`config.mk`:
```
export PLATFORM = sky130hd
export DESIGN_NAME = digital_input_conditioner
export DESIGN_NICKNAME = d
export VERILOG_FILES = /design/src/inc/dic_pkg.sv /design/src/dic_channel.sv /design/src/digital_input_conditioner.sv
export SDC_FILE = /design/constraint.sdc
export NUM_CORES = 2
export LEC_CHECK = 0
export BUFFER_PORTS_ARGS = -buffer_cell sky130_fd_sc_hd__buf_2
export CORE_UTILIZATION = 45
export CTS_CLUSTER_SIZE = 30
export DETAILED_ROUTE_END_ITERATION = 7
export HOLD_SLACK_MARGIN = 0.1
export PLACE_DENSITY = 0.7
export SYNTH_ARGS = -nofsm -noshare
export SYNTH_HDL_FRONTEND = slang
export SYNTH_SLANG_ARGS = --single-unit
```
`constraint.sdc`:
```
create_clock -name mclk -period 24.5 [get_ports mclk]
set_clock_uncertainty 0.15 [all_clocks]
set_input_delay 0 -clock mclk [delete_from_list [all_inputs] [get_ports mclk]]
set_output_delay 0 -clock mclk [all_outputs]
set_load 0.02 [all_outputs]
```
`src/inc/dic_pkg.sv`:
```
// Constants for the digital input conditioner
package dic_pkg;
   localparam int NUM_CH = 8;
   localparam int VOLT_W = 19;              // Millivolts, 0..275000
   localparam int THR_W = 12;               // Tenths of a volt, 0..2000
   localparam int DLY_W = 21;               // Milliseconds, 0..1800000
   localparam int CNT_W = 32;
   localparam logic [THR_W-1:0] ACT_THR_RST = 12'h370;   // 88.0 V
   localparam logic [THR_W-1:0] REL_THR_RST = 12'h258;   // 60.0 V
   localparam logic [DLY_W-1:0] DLY_MAX = 21'h1b7740;    // 1800.000 s
   localparam logic [THR_W-1:0] ACT_THR_MIN = 12'h0a0; // 16.0 V
   localparam logic [THR_W-1:0] REL_THR_MIN = 12'h064; // 10.0 V
   localparam logic [THR_W-1:0] THR_MAX = 12'h7d0; // 200.0 V
   localparam logic [VOLT_W-1:0] VOLT_MAX = 19'h43238; // 275.000 V
   localparam int CLK_HZ = 100_000_000;
   localparam int SCAN_MS = 5;
   localparam int MS_CYCLES = CLK_HZ / 1000;
   localparam int SCAN_CYCLES = SCAN_MS * MS_CYCLES;
   localparam int AC_DLY_MS = 30;
   localparam int MV_PER_TENTH = 100;       // Threshold unit to millivolts
endpackage : dic_pkg

```
`src/dic_channel.sv`:
```
// One conditioned input channel, evaluated once per scan tick
module dic_channel
   import dic_pkg::*;
(
   input wire logic mclk,
   input wire logic nrst,
   input wire logic scanTick,
   input wire logic [VOLT_W-1:0] voltage,
   input wire logic polarityInv,
   input wire logic [THR_W-1:0] actThr,
   input wire logic [THR_W-1:0] relThr,
   input wire logic [DLY_W-1:0] actDly,
   input wire logic [DLY_W-1:0] dropDly,
   input wire logic acOption,
   input wire logic clearCount,
   output logic state,
   output logic [CNT_W-1:0] count
);
   logic energized;
   logic [DLY_W-1:0] timer;
   logic next_energized;
   logic next_state;
   logic [DLY_W-1:0] next_timer;
   logic [CNT_W-1:0] next_count;
   logic [VOLT_W+7:0] actMv;
   logic [VOLT_W+7:0] relMv;
   logic [VOLT_W+7:0] voltW;
   logic raw;
   logic [DLY_W:0] need;
   always_comb begin
      actMv = (VOLT_W+8)'(actThr) * (VOLT_W+8)'(MV_PER_TENTH);
      relMv = acOption ? (VOLT_W+8)'(actThr) * (VOLT_W+8)'(MV_PER_TENTH / 10)
                       : (VOLT_W+8)'(relThr) * (VOLT_W+8)'(MV_PER_TENTH);
      voltW = (VOLT_W+8)'(voltage);
      next_energized = energized;
      if (voltW > actMv) begin
         next_energized = 1'b1;
      end else if (voltW < relMv) begin
         next_energized = 1'b0;
      end
      // Between thresholds the previous energized level holds
      raw = next_energized ^ polarityInv;
      next_state = state;
      next_timer = timer;
      next_count = count;
      need = '0;
      if (scanTick) begin
         if (raw == state) begin
            next_timer = '0;
         end else begin
            // Delays settle on the scan grid, so they quantise to 5 ms
            need = raw ? {1'b0, actDly}
                       : {1'b0, dropDly} + (acOption ? (DLY_W+1)'(AC_DLY_MS) : '0);
            if ((DLY_W+1)'(timer) + (DLY_W+1)'(SCAN_MS) > need) begin
               next_state = raw;
               next_timer = '0;
               if (raw) begin
                  next_count = count + CNT_W'(1);
               end
            end else begin
               next_timer = timer + DLY_W'(SCAN_MS);
            end
         end
      end
      if (clearCount) begin
         next_count = '0;
      end
   end
   always_ff @(posedge mclk or negedge nrst) begin
      if (!nrst) begin
         energized <= 1'b0;
         state <= 1'b0;
         timer <= '0;
         count <= '0;
      end else begin
         energized <= scanTick ? next_energized : energized;
         state <= next_state;
         timer <= next_timer;
         count <= next_count;
      end
   end
endmodule : dic_channel

```
`src/digital_input_conditioner.sv`:
```
// Eight-channel digital input conditioner top
module digital_input_conditioner
#(
   parameter int NCH = dic_pkg::NUM_CH,
   parameter int SCAN_CNT = dic_pkg::SCAN_CYCLES
)(
   input wire logic mclk,
   input wire logic nrst,
   input wire logic [NCH*dic_pkg::VOLT_W-1:0] measuredVoltage,
   input wire logic [NCH-1:0] polarityInv,
   input wire logic [NCH*dic_pkg::THR_W-1:0] actThreshold,
   input wire logic [NCH*dic_pkg::THR_W-1:0] relThreshold,
   input wire logic [NCH*dic_pkg::DLY_W-1:0] actDelay,
   input wire logic [NCH*dic_pkg::DLY_W-1:0] dropDelay,
   input wire logic [NCH-1:0] alternatingSupplyOption,
   input wire logic [NCH-1:0] clearCounter,
   output logic [NCH-1:0] inputChannelState,
   output logic [NCH*dic_pkg::CNT_W-1:0] transitionCount,
   output logic [NCH*dic_pkg::VOLT_W-1:0] voltageNow,
   output logic scanStrobe
);
   import dic_pkg::*;

   // Elaboration checks: the scan grid needs at least two cycles
   if (NCH < 1) begin : g_bad_nch
      $error("digital_input_conditioner: NCH below 1");
   end
   if (SCAN_CNT < 2) begin : g_bad_scan
      $error("digital_input_conditioner: SCAN_CNT below 2");
   end

   logic [31:0] scanCnt;
   logic [31:0] next_scanCnt;
   logic scanTick;
   logic [NCH*VOLT_W-1:0] voltMeta;
   logic [NCH*VOLT_W-1:0] voltSync;
   logic [NCH*VOLT_W-1:0] next_voltageNow;
   wire [NCH*VOLT_W-1:0] voltUseAll;

   // Scan timer: one tick every SCAN_CNT cycles
   always_comb begin
      scanTick = (scanCnt == 32'(SCAN_CNT - 1));
      next_scanCnt = scanTick ? 32'h0 : scanCnt + 32'h1;
      next_voltageNow = scanTick ? voltUseAll : voltageNow;
   end

   always_ff @(posedge mclk or negedge nrst) begin
      if (!nrst) begin
         scanCnt <= 32'h0;
         voltMeta <= '0;
         voltSync <= '0;
         voltageNow <= '0;
         scanStrobe <= 1'b0;
      end else begin
         scanCnt <= next_scanCnt;
         // Word is only synchronised here; each channel waits for it to settle
         voltMeta <= measuredVoltage;
         voltSync <= voltMeta;
         voltageNow <= next_voltageNow;
         scanStrobe <= scanTick;
      end
   end

   // Channel outputs are registered inside each channel
   for (genvar i = 0; i < NCH; i++) begin : g_ch
      logic [VOLT_W-1:0] vSync;
      logic [VOLT_W-1:0] vLast;
      logic [VOLT_W-1:0] vUse;
      logic [VOLT_W-1:0] next_vUse;
      logic polInv;
      logic acOn;
      logic [THR_W-1:0] actSet;
      logic [THR_W-1:0] relSet;
      logic [DLY_W-1:0] actDlySet;
      logic [DLY_W-1:0] dropDlySet;
      logic [THR_W-1:0] next_actSet;
      logic [THR_W-1:0] next_relSet;
      logic [DLY_W-1:0] next_actDlySet;
      logic [DLY_W-1:0] next_dropDlySet;

      assign vSync = voltSync[i*VOLT_W +: VOLT_W];
      assign voltUseAll[i*VOLT_W +: VOLT_W] = vUse;

      // Settings clamped to their legal ranges before use
      always_comb begin
         next_actSet = actThreshold[i*THR_W +: THR_W];
         if (next_actSet > THR_MAX) begin
            next_actSet = THR_MAX;
         end else if (next_actSet < ACT_THR_MIN) begin
            next_actSet = ACT_THR_MIN;
         end

         next_relSet = relThreshold[i*THR_W +: THR_W];
         if (next_relSet > THR_MAX) begin
            next_relSet = THR_MAX;
         end else if (next_relSet < REL_THR_MIN) begin
            next_relSet = REL_THR_MIN;
         end

         next_actDlySet = actDelay[i*DLY_W +: DLY_W];
         if (next_actDlySet > DLY_MAX) begin
            next_actDlySet = DLY_MAX;
         end

         next_dropDlySet = dropDelay[i*DLY_W +: DLY_W];
         if (next_dropDlySet > DLY_MAX) begin
            next_dropDlySet = DLY_MAX;
         end

         // Taken only after two equal samples; a reading that never holds is missed
         next_vUse = vUse;
         if (vSync == vLast) begin
            if (vSync > VOLT_MAX) begin
               next_vUse = VOLT_MAX;
            end else begin
               next_vUse = vSync;
            end
         end
      end

      always_ff @(posedge mclk or negedge nrst) begin
         if (!nrst) begin
            polInv <= 1'b0;
            acOn <= 1'b0;
            actSet <= ACT_THR_RST;
            relSet <= REL_THR_RST;
            actDlySet <= '0;
            dropDlySet <= '0;
            vLast <= '0;
            vUse <= '0;
         end else begin
            polInv <= polarityInv[i];
            acOn <= alternatingSupplyOption[i];
            actSet <= next_actSet;
            relSet <= next_relSet;
            actDlySet <= next_actDlySet;
            dropDlySet <= next_dropDlySet;
            vLast <= vSync;
            vUse <= next_vUse;
         end
      end

      dic_channel i_dic_channel (
         .mclk(mclk),
         .nrst(nrst),
         .scanTick(scanTick),
         .voltage(vUse),
         .polarityInv(polInv),
         .actThr(actSet),
         .relThr(relSet),
         .actDly(actDlySet),
         .dropDly(dropDlySet),
         .acOption(acOn),
         .clearCount(clearCounter[i]),
         .state(inputChannelState[i]),
         .count(transitionCount[i*CNT_W +: CNT_W])
      );
   end
endmodule : digital_input_conditioner
```
==> flow_summary.yaml, run 1 <==
clock_tree:
  cts_made_buffers: 191
  cts_hold_buf: 1927
  post_cts_buffers: 0
  clk_path_buf_depth: 3
  cts-resized-gates: 0
  htreeDepth: 4
  cts_root_buffer: "clkbuf_16"
  clock-sinks: 1777
grt:
  grt_max_degree: 193
  grt.overflow.total: 4
  grt_pass1_wl_mm: 597
  track_usage: 0.325
  grt_pass1_vias: 105000
synthesis:
  syn_inst: 11000
  yosysSeqAreaShare: 0.417
  synth_edf_count: 0
  ys_async_sr_fraction: 1.00
  synth_warnings: 0
  syn_area_per_cell_um2: 9.76
  ys.flop_type: "dfrtp_1"
  synth_cell_types: 94
  syn_area_mm2: 0.107
  ys_ff_latch: 1777
floorplan:
  die_y_um: 489
  fp.dieW_um: 489
  std_cell_rows: 178
  ioPinCount: 1123
  start_util: 0.454
outcome:
  firstError: "[ERROR GRT-0116] Global routing finished with congestion. Check the congestion regions in the DRC Viewer."
  haltStage: "5_1_grt"
  status: "stopped before the end"
placement:
  io_buffers: 1122
  dp_hpwl_mm: 237
  routabilityCongestion: 0.956
==> through the flow <==
step	cell area, um2	std cells	hold WS (ns)	util	setup WS [ns]
after floorplan	107000	11000	-0.446	-	16.60
after global placement	116000	15000	-0.121	0.492	14.84
after detailed placement	116000	15000	-0.120	0.492	14.60
after CTS	142000	17300	0.100	0.602	14.62
==> synth_stat cells (11+ instances only) <==
library cell  instances  area (um2)
buf_1                12        45.0
and2_1              210        1310
a221oi_1             11        96.3
xor2_1              331        2900
nand3_1             304        1520
nor2b_1             190        1190
mux2i_1              64         641
or4_1                61         458
or3_1               123         769
a2bb2oi_1            11        96.3
a21boi_0             54         405
nor2_1              644        2420
fa_1                128        2560
a21o_1              173        1300
o311ai_0             11        96.3
nand2_1            1099        4130
nor4b_1              17         149
o211ai_1             15         113
a211oi_1             32         240
o21ai_0             634        3170
clkbuf_1            273        1020
nand3b_1             35         263
or4b_2               16         160
a21oi_1             628        3140
nor4_1               99         619
or2_2                92         576
and3_1              160        1000
mux2_2               88         991
o21a_1               39         293
dfstp_2              72        1890
inv_1               789        2960
nand4_1             289        1810
a31oi_1              64         400
ha_1               1308       16400
nor3_1              151         756
a22o_1               90         788
xnor2_1             389        3410
o31ai_1              46         345
nand2b_1            198        1240
dfrtp_1            1705       42700
o22a_1               25         219
and4_1               45         394
buf_2                26         130
o2111ai_1            30         263
==> cells by family after synthesis <==
group,Yosys count,synth area share
other,1,0.0000351
AO/OA/AOI/OAI,1978,0.112
buffers and inverters,1116,0.0399
adder cells (fa/ha/maj),1436,0.177
AND/OR/NAND/NOR,3765,0.179
multiplexers,158,0.0159
flip-flops,1777,0.417
XOR/XNOR,723,0.0596
==> per-layer routing <==
metal,overflow,track usage
met3,0,0.125
met5,0,0.0141
met1,0,0.361
met4,2,0.209
met2,2,0.519
==> inputs of run 2 (changes only) <==
--- a/config.mk
+++ b/config.mk
@@ -6,11 +6,9 @@
 export NUM_CORES = 2
 export LEC_CHECK = 0
 export BUFFER_PORTS_ARGS = -buffer_cell sky130_fd_sc_hd__buf_2
-export CORE_UTILIZATION = 45
-export CTS_CLUSTER_SIZE = 30
+export CORE_UTILIZATION = 30
 export DETAILED_ROUTE_END_ITERATION = 7
-export HOLD_SLACK_MARGIN = 0.1
-export PLACE_DENSITY = 0.7
+export PLACE_DENSITY_LB_ADDON = 0.15
 export SYNTH_ARGS = -nofsm -noshare
 export SYNTH_HDL_FRONTEND = slang
 export SYNTH_SLANG_ARGS = --single-unit
==> run 2 against run 1 <==
Effect of this change: the run now ends clean; synthesized cell count did not move; area after synthesis did not move.
==> flow_summary.yaml, run 2 <==
outcome:
  status: "finished, final reports clean"
drt:
  highest_layer: "met5"
  vias: 92600
  met2_length_mm: 190
  routed-wl-met3_mm: 13.5
  vias_per_cell: 4.89
  drc: 0
  wirelength_mm: 379
  drt_iter0_drc: 5164
  drtPass1Iterations: 6
  ant_nets: 0
  m1WireLength_mm: 156
  post_drt_wl_per_cell_um: 20.0
floorplan:
  ioPinCount: 1123
  start_util: 0.302
  core_area_mm2: 0.353
  fp.dieW_um: 599
  die-area_mm2: 0.359
  die_y_um: 599
  std_cell_rows: 218
grt:
  antenna_found_initial: 103
  grt_max_degree: 178
  grt.overflow.total: 0
  grt_pass1_wl_mm: 577
  track_usage: 0.207
  grt_pass1_vias: 96800
layout:
  final_common_cell: "dlygate4sd3_1"
  largest-register: "g_ch.i_dic_channel.count"
  layout_common_cells: "1,903 x dlygate4sd3_1, 1,703 x dfrtp_1, 1,308 x ha_1, 1,121 x buf_2, 1,098 x nand2_1"
  drive_above_1_share: 0.133
  final_util: 0.411
  area_growth_pct: 35.8
  fill_cells: 34500
  largest_reg_flops: 256
  fin_nets: 16100
run:
  drv_cap: 0
sta:
  fin_ws_ns: 14.38
  finalHoldViolations: 0
  grt_setup_unrepaired: "false"
  setup_viol: 0
  fmaxAchievable_ghz: 0.0988
  fin_tns_setup_ns: 0
  relSlewSlack: 0.145
  worst_slew_pin_slew_ns: 1.27
  period_share: 0.413
  min_period_ns: 10.12
  maxSlewViolCount: 0
pwr:
  leakagePower_nw: 69.4
  ir_worst_vdd_v: 0.0000631
  powerDensity_mw_per_mm2: 58.8
  total_power_mw: 8.53
critical_path:
  critPathMaxFanout: 41
  cp_num_buf_inv: 0
  worstSetupStartpointType: "flip-flop"
  slowest_delay_ns: 0.82
  path_common_cell: "ha_1"
  critPathKind: "flip-flop to flip-flop"
  critical_path_arrival_ns: 10.79
  crit_path_end_kind: "flip-flop"
  crit_family: "simple AND/OR/NAND/NOR gates"
  worstPathRequired_ns: 25.16
  critPathSlowestCell: "nand4_1"
synthesis:
  ys.flop_type: "dfrtp_1"
  ys_async_sr_fraction: 1.00
  synth_top_area_frac: 0.399
  synth_warnings: 0
  synth_edf_count: 0
  synth_commonest_cells: "1,705 x dfrtp_1, 1,308 x ha_1, 1,099 x nand2_1, 789 x inv_1, 644 x nor2_1"
  syn_area_per_cell_um2: 9.76
  syn_inst: 11000
  yosysMostFrequentCell: "dfrtp_1"
  synthTopCellsByArea: "dfrtp_1 40%, ha_1 15%, nand2_1 3.9%, xnor2_1 3.2%, o21ai_0 3.0%"
  yosysTopAreaCell: "dfrtp_1"
  yosysSeqAreaShare: 0.417
  syn_area_mm2: 0.107
  synth_cell_types: 94
  ys_ff_latch: 1777
clock_tree:
  clk_latency_ns: 0.95
  post_cts_buffers: 0
  cts_made_buffers: 219
  cts_tree: "yes"
  clock-sinks: 1777
  cts-resized-gates: 0
  clkTransAtPathRegs_ns: 0.07
  cts_root_buffer: "clkbuf_16"
  htreeDepth: 4
  clk_path_buf_depth: 4
  cts_hold_buf: 1905
placement:
  routabilityCongestion: 0.884
  place_ws_ns: 14.25
  dp_hpwl_mm: 282
  io_buffers: 1122
min_path:
  hp-class: "primary input to flip-flop"
-- run 2: final timing paths --
check / start / to / slack (ns) / cells past startpoint
min in group asynchronous: nrst / g_ch[4].actSet[9] / 0.15 / 3
worst max register to register: g_ch[4].actSet[3] / g_ch[4].i_dic_channel.count[27] / 14.38 / 31
worst max-delay path: g_ch[4].actSet[3] / g_ch[4].i_dic_channel.count[27] / 14.38 / 31
worst min-delay path: measuredVoltage[78] / voltMeta[78] / 0.1 / 3
max in group asynchronous: nrst / g_ch[6].i_dic_channel.count[11] / 20.19 / 8
worst min register to register: voltMeta[38] / voltSync[38] / 0.19 / 0
-- run 2: layout make-up --
class                           instances  area (um2)  area share
Clock inverter                        121        1950      0.0134
Antenna cell                           67         168     0.00115
Clock buffer                          280        6040      0.0416
Timing Repair Buffer                 3101       25300       0.174
Tap cell                             4730        5920      0.0408
Inverter                              794        2990      0.0206
Multi-Input combinational cell       8076       58300       0.401
Sequential cell                      1777       44600       0.307
-- run 2: layer usage --
layer,global-route usage,up-vias
met5,0.00107,-
met4,0.0977,24
met3,0.0255,831
met2,0.368,2068
met1,0.246,45400
li1,-,44300
-- run 2: worst min-delay path, cell delays in order --
cell           delay (ns)
dlygate4sd3_1        0.52
buf_2                0.10
dlygate4sd3_1        0.54
-- run 2: where the power goes --
group | switching (mW) | internal (mW) | total [mW]
clock network | 1.44 | 2.16 | 3.60
logic | 0.936 | 0.869 | 1.80
registers | 0.0915 | 3.03 | 3.13
total | 2.46 | 6.07 | 8.53
-- run 2: metrics by stage --
| step | instance area (um2) | cells | hold WS, ns |
|---|---|---|---|
| after floorplan | 107000 | 11000 | -0.446 |
| after global placement | 118000 | 16600 | -0.0867 |
| after detailed placement | 118000 | 16600 | -0.0813 |
| after CTS | 145000 | 18900 | 0.000284 |
| after global routing | 145000 | 18900 | 0.0549 |
| final | 145000 | 18900 | 0.0982 |
-- run 2: cell families after synthesis --
| family | after synthesis | share of synthesized area |
|---|---|---|
| other | 1 | 0.0000351 |
| muxes | 158 | 0.0159 |
| AOI/OAI and AO/OA | 1978 | 0.112 |
| buffers and inverters | 1116 | 0.0399 |
| xor gates and xnor gates | 723 | 0.0596 |
| DFF | 1777 | 0.417 |
| adders and majority gates | 1436 | 0.177 |
| and+or+nand+nor | 3765 | 0.179 |
Power figures use the tool's default switching activity.
